--- src/shared/cbp_pkg.sv ---
// Purpose: shared constants and types for the compare and bridge pwm unit
// Assumes: 32-bit avalon-mm register bus, byte addresses, one word each
// Notes: register offsets, status bits, reset values, mode and output arrangement codes live here
package cbp_pkg;
   // register byte offsets
   localparam logic [4:0] OFS_CONTROL  = 5'h00; // module_control
   localparam logic [4:0] OFS_COMPARE  = 5'h04; // compare_value
   localparam logic [4:0] OFS_DUTY_HI  = 5'h08; // duty_high_byte
   localparam logic [4:0] OFS_DEADBAND = 5'h0c; // deadband_control
   localparam logic [4:0] OFS_TIMERSEL = 5'h10; // timer_select
   localparam logic [4:0] OFS_STEERING = 5'h14; // pulse steering enables
   localparam logic [4:0] OFS_STATUS   = 5'h18; // flag, latch, running

   // status field positions
   localparam int STS_FLAG  = 0; // match_flag, write one to clear
   localparam int STS_LATCH = 1; // compare output latch
   localparam int STS_RUN   = 2; // pwm waveform running

   // values after reset
   localparam logic [7:0]  RST_CONTROL  = 8'h00;
   localparam logic [15:0] RST_COMPARE  = 16'h0000;
   localparam logic [7:0]  RST_DUTY_HI  = 8'h00;
   localparam logic [6:0]  RST_DEADBAND = 7'h00;
   localparam logic [3:0]  RST_STEERING = 4'h1;

   // mode_select codes
   localparam logic [3:0] MODE_OFF     = 4'h0; // module off
   localparam logic [3:0] MODE_TOGGLE  = 4'h2; // toggle pin on match
   localparam logic [3:0] MODE_SET     = 4'h8; // init low, set on match
   localparam logic [3:0] MODE_CLEAR   = 4'h9; // init high, clear on match
   localparam logic [3:0] MODE_SOFT    = 4'ha; // flag only
   localparam logic [3:0] MODE_SPECIAL = 4'hb; // special event trigger
   localparam logic [1:0] MODE_PWM_HI  = 2'h3; // top bits of pwm codes

   // output_config codes
   localparam logic [1:0] CFG_SINGLE = 2'h0;
   localparam logic [1:0] CFG_FWD    = 2'h1;
   localparam logic [1:0] CFG_HALF   = 2'h2;
   localparam logic [1:0] CFG_REV    = 2'h3;

   // module_control layout, bits 7:0
   typedef struct packed {
      logic [1:0] output_config; // bits 7:6
      logic [1:0] duty_low_bits; // bits 5:4
      logic [3:0] mode_select;   // bits 3:0
   } cbp_ctrl_type;
endpackage

--- src/rtl/cbp_deadband.sv ---
// Purpose: delays the rising edge of one output by a cycle count
// Assumes: one clock cycle stands for one instruction cycle
// Notes: a pulse shorter than the delay never reaches the output
`timescale 1ns/1ps
module cbp_deadband (
   input  wire logic       clk,   // system clock
   input  wire logic       reset, // sync, active high
   input  wire logic       raw,   // undelayed active request
   input  wire logic [6:0] delay, // deadband_count
   output logic            out_q  // delayed active level
);
   logic [6:0] cnt_q; // cycles since raw rose

   // count while raw holds, release output once count reaches delay
   always_ff @(posedge clk) begin
      if (reset || !raw) begin
         cnt_q <= 7'h00;
         out_q <= 1'b0;
      end else if (cnt_q >= delay) begin
         out_q <= 1'b1;
      end else begin
         cnt_q <= cnt_q + 7'h01; // short pulse stays inactive
      end
   end

   // a pulse wider than the delay must come out
   a_delay_release: assert property (@(posedge clk) disable iff (reset)
      (raw && cnt_q >= delay) |=> out_q)
      else $error("deadband output not released");
endmodule

--- src/rtl/cbp_top.sv ---
// Purpose: one compare channel plus enhanced pwm with bridge outputs
// Assumes: timers are outside; their values arrive synchronous to clk
// Notes: registers on avalon-mm, waitrequest high while idle
// Summary of operation
// - compare value against timer pair, act on pin
// - match flag set with the pin action
// - zero control clears compare latch low
// - code 1010 sets flag only
// - code 1011 resets selected timer pair
// - trigger starts conversion only if converter enabled
// - ten bit duty waveform on four outputs
// - waveform waits for next period start
// - time base is timer plus two bits
// - config field picks output arrangement
// - single output follows pulse steering enables
// - half bridge drives A and complement B
// - deadband delays each rising edge in half bridge only
// - deadband over duty keeps output inactive
// - forward holds A, modulates D
// - reverse holds C, modulates B
// - mode low bits set output polarity
// - unused outputs left to other functions, except forward and reverse claim all four
// - codes 1000, 1001, 0010 set, clear, toggle
// - codes 11xx select pwm with pair polarity
// - duty joins high byte and two low bits
`timescale 1ns/1ps
module cbp_top (
   input  wire logic        clk,              // 50 mhz system clock
   input  wire logic        reset,            // sync, active high
   input  wire logic [4:0]  address,          // avalon byte address
   input  wire logic        read,             // avalon read
   input  wire logic        write,            // avalon write
   input  wire logic [31:0] writedata,        // avalon write data
   output logic      [31:0] readdata,         // avalon read data
   output logic             waitrequest,      // avalon stall
   input  wire logic [15:0] timer_pair_a,     // first compare time base
   input  wire logic [15:0] timer_pair_b,     // second compare time base
   input  wire logic [7:0]  pwm_period_timer, // 8-bit period timer
   input  wire logic [1:0]  time_base_low,    // quarter-cycle or prescaler bits
   input  wire logic [7:0]  period_limit,     // period limit value
   input  wire logic        adc_enabled,      // converter already on
   output logic [1:0]       timer_reset,      // pulse, per timer pair
   output logic             adc_start,        // pulse, start conversion
   output logic [3:0]       pin_out,          // out_d..out_a levels
   output logic [3:0]       pin_claim         // module owns out_d..out_a
);
   // software registers
   cbp_pkg::cbp_ctrl_type ctrl_q;        // module_control
   logic [15:0]           compare_value_q;  // compare_value
   logic [7:0]            duty_high_byte_q; // duty_high_byte
   logic [6:0]            deadband_count_q; // deadband_control
   logic                  timer_select_q;   // 1 picks pair b
   logic [3:0]            steering_q;       // single output enables
   logic                  match_flag_q;     // sticky match flag
   // compare path
   logic                  cmp_latch_q;      // compare output latch
   logic                  eq_prev_q;        // last cycle equal
   logic                  cmp_mode;         // a compare code is set
   logic                  cmp_eq;           // timer equals value
   logic                  cmp_event;        // first cycle of equality
   logic [15:0]           sel_timer;        // selected time base
   // pwm path
   logic                  per_prev_q;       // last cycle at limit
   logic                  per_event;        // period boundary
   logic                  pwm_on;           // pwm code selected
   logic                  run_q;            // waveform started
   logic [9:0]            duty_act_q;       // duty for this period
   logic [9:0]            time_base;        // 10-bit time base
   logic                  raw_pwm;          // active-high modulation
   logic                  db_a;             // delayed a side
   logic                  db_b;             // delayed b side
   logic [3:0]            act_d;            // active-high pin request
   logic [3:0]            pin_out_d;        // pin level with polarity
   logic [3:0]            pin_claim_d;      // ownership next
   // bus path
   logic                  req;              // read or write present
   logic                  accept;           // request completes now
   logic                  ctrl_wr;          // control written now
   logic [31:0]           rd_mux;           // read data next

   // ------------------------------------------------------------
   // avalon slave: one stall cycle, then the answer
   // ------------------------------------------------------------
   assign req    = read || write;
   assign accept = req && !waitrequest;
   assign ctrl_wr = accept && write && address == cbp_pkg::OFS_CONTROL;

   // waitrequest drops for one cycle after a request appears
   always_ff @(posedge clk) begin
      if (reset) begin
         waitrequest <= 1'b1;
      end else begin
         waitrequest <= !(req && waitrequest);
      end
   end

   // read data selection, unmapped reads answer zero
   always_comb begin
      rd_mux = 32'h0000_0000;
      unique case (address)
         cbp_pkg::OFS_CONTROL:  rd_mux[7:0]  = ctrl_q;
         cbp_pkg::OFS_COMPARE:  rd_mux[15:0] = compare_value_q;
         cbp_pkg::OFS_DUTY_HI:  rd_mux[7:0]  = duty_high_byte_q;
         cbp_pkg::OFS_DEADBAND: rd_mux[6:0]  = deadband_count_q;
         cbp_pkg::OFS_TIMERSEL: rd_mux[0]    = timer_select_q;
         cbp_pkg::OFS_STEERING: rd_mux[3:0]  = steering_q;
         cbp_pkg::OFS_STATUS: begin
            rd_mux[cbp_pkg::STS_FLAG]  = match_flag_q;
            rd_mux[cbp_pkg::STS_LATCH] = cmp_latch_q;
            rd_mux[cbp_pkg::STS_RUN]   = run_q;
         end
         default: rd_mux = 32'h0000_0000; // unmapped
      endcase
   end

   // read data captured in the stall cycle, stands while answered
   always_ff @(posedge clk) begin
      if (reset) begin
         readdata <= 32'h0000_0000;
      end else if (read && waitrequest) begin
         readdata <= rd_mux;
      end
   end

   // register writes take effect on the accepting edge
   always_ff @(posedge clk) begin
      if (reset) begin
         ctrl_q           <= cbp_pkg::RST_CONTROL;
         compare_value_q  <= cbp_pkg::RST_COMPARE;
         duty_high_byte_q <= cbp_pkg::RST_DUTY_HI;
         deadband_count_q <= cbp_pkg::RST_DEADBAND;
         timer_select_q   <= 1'b0;
         steering_q       <= cbp_pkg::RST_STEERING;
      end else if (accept && write) begin
         unique case (address)
            cbp_pkg::OFS_CONTROL:  ctrl_q           <= writedata[7:0];
            cbp_pkg::OFS_COMPARE:  compare_value_q  <= writedata[15:0];
            cbp_pkg::OFS_DUTY_HI:  duty_high_byte_q <= writedata[7:0];
            cbp_pkg::OFS_DEADBAND: deadband_count_q <= writedata[6:0];
            cbp_pkg::OFS_TIMERSEL: timer_select_q   <= writedata[0];
            cbp_pkg::OFS_STEERING: steering_q       <= writedata[3:0];
            default: ; // status and unmapped: no stored value
         endcase
      end
   end

   // every request is answered exactly one cycle later
   a_bus_answer: assert property (@(posedge clk) disable iff (reset)
      (req && waitrequest) |=> !waitrequest ##1 waitrequest)
      else $error("bus answer not one cycle");

   // ------------------------------------------------------------
   // compare path
   // ------------------------------------------------------------
   // timer must be synchronous to clk, no resync done here
   assign sel_timer = timer_select_q ? timer_pair_b : timer_pair_a;
   assign cmp_eq    = sel_timer == compare_value_q;
   assign cmp_mode  = ctrl_q.mode_select == cbp_pkg::MODE_TOGGLE
                   || ctrl_q.mode_select[3:2] == 2'b10;
   // one event per stretch of equality, so toggle acts once
   assign cmp_event = cmp_mode && cmp_eq && !eq_prev_q;

   // remembers equality to find its first cycle
   always_ff @(posedge clk) begin
      if (reset) begin
         eq_prev_q <= 1'b0;
      end else begin
         eq_prev_q <= cmp_eq;
      end
   end

   // compare latch: mode writes initialise, matches act
   always_ff @(posedge clk) begin
      if (reset) begin
         cmp_latch_q <= 1'b0;
      end else if (ctrl_wr && writedata[7:0] == 8'h00) begin
         cmp_latch_q <= 1'b0;
      end else if (ctrl_wr && writedata[3:0] == cbp_pkg::MODE_SET) begin
         cmp_latch_q <= 1'b0;
      end else if (ctrl_wr && writedata[3:0] == cbp_pkg::MODE_CLEAR) begin
         cmp_latch_q <= 1'b1;
      end else if (cmp_event) begin
         unique case (ctrl_q.mode_select)
            cbp_pkg::MODE_SET:    cmp_latch_q <= 1'b1;
            cbp_pkg::MODE_CLEAR:  cmp_latch_q <= 1'b0;
            cbp_pkg::MODE_TOGGLE: cmp_latch_q <= !cmp_latch_q;
            default: ; // flag-only and trigger leave latch
         endcase
      end
   end

   // sticky flag, set beats a same-cycle clear
   always_ff @(posedge clk) begin
      if (reset) begin
         match_flag_q <= 1'b0;
      end else if (cmp_event) begin
         match_flag_q <= 1'b1;
      end else if (accept && write && address == cbp_pkg::OFS_STATUS
                   && writedata[cbp_pkg::STS_FLAG]) begin
         match_flag_q <= 1'b0; // write one clears
      end
   end

   // special event: reset selected pair, start conversion if ready
   always_ff @(posedge clk) begin
      if (reset) begin
         timer_reset <= 2'b00;
         adc_start   <= 1'b0;
      end else begin
         timer_reset <= 2'b00;
         adc_start   <= 1'b0;
         if (cmp_event && ctrl_q.mode_select == cbp_pkg::MODE_SPECIAL) begin
            timer_reset[timer_select_q] <= 1'b1;
            adc_start <= adc_enabled;
         end
      end
   end

   a_flag_on_match: assert property (@(posedge clk) disable iff (reset)
      cmp_event |=> match_flag_q)
      else $error("match flag not set on match");
   a_set_on_match: assert property (@(posedge clk) disable iff (reset)
      (cmp_event && ctrl_q.mode_select == cbp_pkg::MODE_SET && !ctrl_wr)
      |=> cmp_latch_q)
      else $error("latch not set on match");
   a_toggle_latch: assert property (@(posedge clk) disable iff (reset)
      (cmp_event && ctrl_q.mode_select == cbp_pkg::MODE_TOGGLE && !ctrl_wr)
      |=> cmp_latch_q != $past(cmp_latch_q))
      else $error("latch did not toggle");
   a_soft_only: assert property (@(posedge clk) disable iff (reset)
      (cmp_event && ctrl_q.mode_select == cbp_pkg::MODE_SOFT && !ctrl_wr)
      |=> $stable(cmp_latch_q) && match_flag_q)
      else $error("flag-only mode moved latch");
   a_special_reset: assert property (@(posedge clk) disable iff (reset)
      (cmp_event && ctrl_q.mode_select == cbp_pkg::MODE_SPECIAL)
      |=> timer_reset != 2'b00 ##1 timer_reset == 2'b00)
      else $error("special event pulse wrong");
   a_adc_gate: assert property (@(posedge clk) disable iff (reset)
      adc_start |-> $past(adc_enabled) && $past(cmp_event))
      else $error("conversion started without converter");
   a_clear_latch: assert property (@(posedge clk) disable iff (reset)
      (ctrl_wr && writedata[7:0] == 8'h00) |=> !cmp_latch_q)
      else $error("cleared control left latch high");

   // ------------------------------------------------------------
   // pwm path
   // ------------------------------------------------------------
   assign pwm_on    = ctrl_q.mode_select[3:2] == cbp_pkg::MODE_PWM_HI;
   assign time_base = {pwm_period_timer, time_base_low};
   assign per_event = pwm_period_timer == period_limit && !per_prev_q;
   assign raw_pwm   = run_q && time_base < duty_act_q;

   // remembers limit match to find the period boundary once
   always_ff @(posedge clk) begin
      if (reset) begin
         per_prev_q <= 1'b0;
      end else begin
         per_prev_q <= pwm_period_timer == period_limit;
      end
   end

   // waveform starts only at a period boundary, duty taken there
   always_ff @(posedge clk) begin
      if (reset || !pwm_on) begin
         run_q      <= 1'b0;
         duty_act_q <= 10'h000;
      end else if (per_event) begin
         run_q      <= 1'b1;
         duty_act_q <= {duty_high_byte_q, ctrl_q.duty_low_bits};
      end
   end

   a_hold_start: assert property (@(posedge clk) disable iff (reset)
      (!pwm_on ##1 pwm_on && !per_event) |=> !run_q)
      else $error("pwm started mid period");

   // deadband for the a side and the complementary b side
   cbp_deadband u_db_a (
      .clk   (clk),
      .reset (reset),
      .raw   (raw_pwm),
      .delay (deadband_count_q),
      .out_q (db_a)
   );
   cbp_deadband u_db_b (
      .clk   (clk),
      .reset (reset),
      .raw   (run_q && !raw_pwm),
      .delay (deadband_count_q),
      .out_q (db_b)
   );

   // arrangement decode into active-high requests and ownership
   always_comb begin
      act_d       = 4'h0;
      pin_claim_d = 4'h0;
      if (pwm_on) begin
         unique case (ctrl_q.output_config)
            cbp_pkg::CFG_SINGLE: begin
               act_d       = raw_pwm ? steering_q : 4'h0;
               pin_claim_d = steering_q;
            end
            cbp_pkg::CFG_HALF: begin
               act_d       = {2'b00, db_b, db_a};
               pin_claim_d = 4'h3;
            end
            cbp_pkg::CFG_FWD: begin
               act_d       = {raw_pwm, 2'b00, run_q};
               pin_claim_d = 4'hf;
            end
            cbp_pkg::CFG_REV: begin
               act_d       = {1'b0, run_q, raw_pwm, 1'b0};
               pin_claim_d = 4'hf;
            end
         endcase
      end else if (ctrl_q.mode_select == cbp_pkg::MODE_TOGGLE
                   || ctrl_q.mode_select == cbp_pkg::MODE_SET
                   || ctrl_q.mode_select == cbp_pkg::MODE_CLEAR) begin
         act_d[0]       = cmp_latch_q;
         pin_claim_d[0] = 1'b1;
      end
   end

   // polarity per pair: bit 1 for a/c, bit 0 for b/d
   always_comb begin
      pin_out_d = act_d;
      if (pwm_on) begin
         pin_out_d[0] = act_d[0] ^ ctrl_q.mode_select[1];
         pin_out_d[2] = act_d[2] ^ ctrl_q.mode_select[1];
         pin_out_d[1] = act_d[1] ^ ctrl_q.mode_select[0];
         pin_out_d[3] = act_d[3] ^ ctrl_q.mode_select[0];
      end
   end

   // pin levels and ownership come straight from flops
   always_ff @(posedge clk) begin
      if (reset) begin
         pin_out   <= 4'h0;
         pin_claim <= 4'h0;
      end else begin
         pin_out   <= pin_out_d;
         pin_claim <= pin_claim_d;
      end
   end

   a_fwd_pins: assert property (@(posedge clk) disable iff (reset)
      (pwm_on && run_q && ctrl_q.output_config == cbp_pkg::CFG_FWD)
      |=> pin_out[0] != $past(ctrl_q.mode_select[1])
          && pin_out[1] == $past(ctrl_q.mode_select[0])
          && pin_out[2] == $past(ctrl_q.mode_select[1]))
      else $error("forward arrangement pins wrong");
   a_rev_pins: assert property (@(posedge clk) disable iff (reset)
      (pwm_on && run_q && ctrl_q.output_config == cbp_pkg::CFG_REV)
      |=> pin_out[2] != $past(ctrl_q.mode_select[1])
          && pin_out[0] == $past(ctrl_q.mode_select[1])
          && pin_out[3] == $past(ctrl_q.mode_select[0]))
      else $error("reverse arrangement pins wrong");
   a_half_claim: assert property (@(posedge clk) disable iff (reset)
      (pwm_on && ctrl_q.output_config == cbp_pkg::CFG_HALF)
      |=> pin_claim == 4'h3)
      else $error("half bridge claims unused pins");
endmodule

--- config.mk ---
export PLATFORM = sky130hd
export DESIGN_NAME = cbp_top
export DESIGN_NICKNAME = d
export VERILOG_FILES = /design/src/shared/cbp_pkg.sv /design/src/rtl/cbp_deadband.sv /design/src/rtl/cbp_top.sv
export SDC_FILE = /design/constraint.sdc
export NUM_CORES = 1
export LEC_CHECK = 0
export BUFFER_PORTS_ARGS = -buffer_cell sky130_fd_sc_hd__buf_2
export CAP_MARGIN = 30
export CORE_ASPECT_RATIO = 1.4
export CORE_MARGIN = 2
export CORE_UTILIZATION = 40
export DETAILED_ROUTE_END_ITERATION = 8
export MAX_ROUTING_LAYER = met4
export PLACE_DENSITY = 0.66
export REMOVE_ABC_BUFFERS = 1
export SETUP_SLACK_MARGIN = 0.3
export SLEW_MARGIN = 10
export SYNTH_ARGS = -nofsm -noshare
export SYNTH_HDL_FRONTEND = slang
export SYNTH_SLANG_ARGS = --single-unit
--- constraint.sdc ---
create_clock -name clk -period 2.1 [get_ports clk]
set_input_delay 0.63 -clock clk [delete_from_list [all_inputs] [get_ports clk]]
set_output_delay 0.63 -clock clk [all_outputs]
set_load 0.05 [all_outputs]
==> results.txt <==
----------------------------------------------------
[GRT]
  Antenna violations before repair ... 0
  Maximum number of pins on one net before global-route repair ... just under 50
  Vias in the first global route ... 5099
  GR Layer Usage met3 ... 0.0342
  Total global routing overflow ... 0
  Overall track demand over capacity in global routing ... 0.223
  GR Layer Usage met2 ... 0.389
  Global-route wire length before repair ... ~24000 microns
  Gr busiest metal ... met2
  Met1 usage in global routing ... 0.238

[STA]
  RSZ-0062 raised after global routing ... yes
  Maximum achievable frequency ... roughly 400 MHz
  Slew Limit Fails ... 0
  Count of final hold-check violations ... 0
  Time the worst path needs with I/O delays and setup ... around 2.5 ns
  Max transition margin ... 0.551
  Clk_skew ... 0.0124 ns
  Number of endpoints failing setup at the final stage ... 6
  Worst slew pin tran ... roughly 0.67 ns
  Worst hold-check slack ... 0.457 ns
  Final period util ... 1.20
  Sum of negative setup slack ... -1.73 ns
  Final setup margin ... -0.415 ns

[Synth]
  Sequential fraction of the synthesis area ... 0.393
  Mean post-synth cell area ... approximately 8.3 sq um
  Flip-flop cell with the highest count after synthesis ... dfxtp_1
  Flop and latch count out of synthesis ... 103
  Warnings from Yosys ... 0
  Fraction of registers with async set/reset ... 0
  Synthesized area ... 0.00525 sq mm
  EDFF count, synth ... 0
  Distinct cell type count after synthesis ... 48
  Cell count after synthesis ... 635

[Layout]
  Area Overhead vs Synth ... 39.0%
  Most frequent cells in the layout ... buf_2, dfxtp_1, nand2_1
  Net count, final ... approximately 910
  Most common cell after layout, fill and taps aside ... buf_2
  Area of the multi-input gates ... 0.00336 sq mm
  Fillcell total ... 1092
  Layout cell share with drive strength beyond 1 ... 0.343
  Footprint of the flip-flops and latches ... 0.00208 sq mm
  Final antenna diode count ... 0

[Route]
  Drt first-iter violations ... 364
  Average routed wire per standard cell ... 16.3 microns
  ANT nets after route ... 0
  Via density per instance ... approximately 5.4
  DRC violations left ... 0
  Vias ... 5110
  Number of search-and-repair iterations in the first detailed-routing pass ... 7
  Detailed-route wire length ... 15500 microns

[Clock tree]
  Latest clock arrival within the worst-skew pair ... 0.34 ns
  Clock tree from TritonCTS ... built
  Depth of the CTS H-tree ... 3
  CTS clock-pin slew for the worst setup and hold paths ... 0.07 ns
  Clock buffer count from CTS ... 9
  Maximum clock path buffer count ... 2
  Clock root buffer ... clkbuf_16
  Sink count of the clock tree ... 103

[Worst setup path]
  CP max FO ... 5
  Data arrival time of the worst path ... ~2.7 ns
  Type of destination of the critical path ... register
  Critical path class ... reg -> reg
  Data required time at the worst endpoint ... 2.33 ns
  Launching element type of the critical path ... register

[Pwr]
  Peak ir drop on the vdd network ... 0.384 mV
  Power per unit of standard cell area ... approximately 550 mW/mm^2
  Standby leakage power ... 2.77 nW
  Design Power ... 3.99 mW

[Floorplanning]
  Die Wd ... 101 microns
  Boundary pin count ... around 140
  Standard-cell row count ... 49
  Die height ... 140 microns
  Initial standard-cell utilization of the core ... 0.410
  Area enclosed by the die boundary ... 0.0141 sq mm
  Core area ... 0.0128 sq mm

[Run]
  Max-cap violation count ... 0

[Run status]
  Run status ... complete, but fails checks
  Violations in the final reports ... setup timing

[Placement]
  Count of input and output buffers ... 103
  HPWL after DPL ... around 11000 microns
  Final estimated routing congestion in global placement ... 0.900

[Worst hold path]
  Path category of the worst min-delay check ... reg -> reg

----------------------------------------------------
Yosys cell counts (2+ instances only):
| library cell | count | area share |
|---|---|---|
| ha_1 | 25 | 0.060 |
| a32oi_1 | 2 | 0.0033 |
| a22o_1 | 3 | 0.0050 |
| inv_1 | 26 | 0.019 |
| and2_1 | 7 | 0.0083 |
| xnor2_1 | 18 | 0.030 |
| or3_1 | 5 | 0.0060 |
| buf_1 | 2 | 0.0014 |
| a221o_1 | 3 | 0.0057 |
| mux2i_1 | 38 | 0.072 |
| a22oi_1 | 6 | 0.0086 |
| and3_1 | 2 | 0.0024 |
| nand4_1 | 4 | 0.0048 |
| o2111ai_1 | 4 | 0.0067 |
| and4_1 | 2 | 0.0033 |
| dfxtp_1 | 103 | 0.39 |
| a222oi_1 | 4 | 0.0076 |
| buf_4 | 17 | 0.024 |
| nor4_1 | 9 | 0.011 |
| nand3_1 | 34 | 0.032 |
| a31oi_1 | 6 | 0.0072 |
| nor3_1 | 7 | 0.0067 |
| a21oi_1 | 64 | 0.061 |
| clkbuf_1 | 28 | 0.020 |
| mux2_2 | 2 | 0.0043 |
| a21o_1 | 7 | 0.010 |
| nand2b_1 | 7 | 0.0083 |
| nor2_1 | 62 | 0.044 |
| a2111oi_0 | 2 | 0.0033 |
| nand2_1 | 90 | 0.064 |
| nor2b_1 | 2 | 0.0024 |
| o21ai_0 | 9 | 0.0086 |
| xor2_1 | 18 | 0.030 |
| o211ai_1 | 2 | 0.0029 |
| o31ai_1 | 2 | 0.0029 |
power by group:
part / leakage [nW] / total (mW) / switching, mW / internal, mW
sequential: 0.837 / 1.96 / 0.00740 / 1.96
clock: 0.139 / 1.59 / 0.717 / 0.871
combinational: 1.80 / 0.442 / 0.269 / 0.173
path summary, 6_finish.rpt:
kind	from	to	slack (ns)	depth (start not counted)
min reg2reg	readdata[12]	readdata[12]	0.46	2
max	timer_select_q	cmp_latch_q	-0.41	9
max reg2reg	timer_select_q	cmp_latch_q	-0.41	9
min	readdata[12]	readdata[12]	0.46	2
what timing repair did:
item,4_1_cts,5_1_grt
gates resized for setup,77,49
pin swaps,32,39
hold endpoints to repair,0,0
gates cloned,1,1
buffers inserted,16,8
endpoints found under the setup margin,48,63
hold buffers,0,0
cells by family (layout without fill, tap and decap cells):
| logic type | Yosys count | after routing | share of synthesized area |
|---|---|---|---|
| other | 1 | 16 | 0.000714 |
| flip-flops | 103 | 103 | 0.393 |
| XOR/XNOR | 36 | 36 | 0.0601 |
| adder cells (fa/ha/maj) | 25 | 25 | 0.0596 |
| buffers and inverters | 74 | 224 | 0.0665 |
| AO/OA/AOI/OAI | 120 | 120 | 0.142 |
| multiplexers | 40 | 40 | 0.0768 |
| AND/OR/NAND/NOR | 236 | 236 | 0.202 |
per-stage QoR:
step                cells   util  setup WS (ns)  cell area [sq um]
floorplan             602      -         -0.443               5050
global placement      911  0.483         -0.511               6180
detailed placement    911  0.483         -0.550               6180
CTS                   944  0.544         -0.392               6970
global route          953  0.569         -0.458               7300
finish                953  0.569         -0.415               7300
layout make-up:
cell class,count,area share
flip-flops and latches,103,0.285
repair buffers,182,0.175
well taps,153,0.0262
inverters,26,0.0134
clock buffers,12,0.0352
multi-input cells,473,0.460
clock inverters,4,0.00412
state kept, by name, indices dropped and copies added (netlist names), 2 cells and up:
name and count:
compare_value_q 16, ctrl_q 8, deadband_count_q 7, duty_act_q 10
duty_high_byte_q 8, pin_claim 4, pin_out 4, readdata 16
steering_q 4, timer_reset 2, u_db_a.cnt_q 7, u_db_b.cnt_q 7
metal layers:
layer | up-vias | share of wire
met2 | 181 | 0.52
met4 | 0 | 0.051
met3 | 56 | 0.039
met1 | 2385 | 0.39
met5 | - | 0
li1 | 2488 | -
critical path, cell delays in order, from the launching register on:
cell and delay, ns:
dfxtp_4 0.39, buf_12 0.13, buf_12 0.10, mux2i_2 0.20, xnor2_1 0.09, nor4_2 0.35, nand4_1 0.25, or3_4 0.39
or3_1 0.37, o311a_1 0.13
Power figures use the tool's default switching activity.
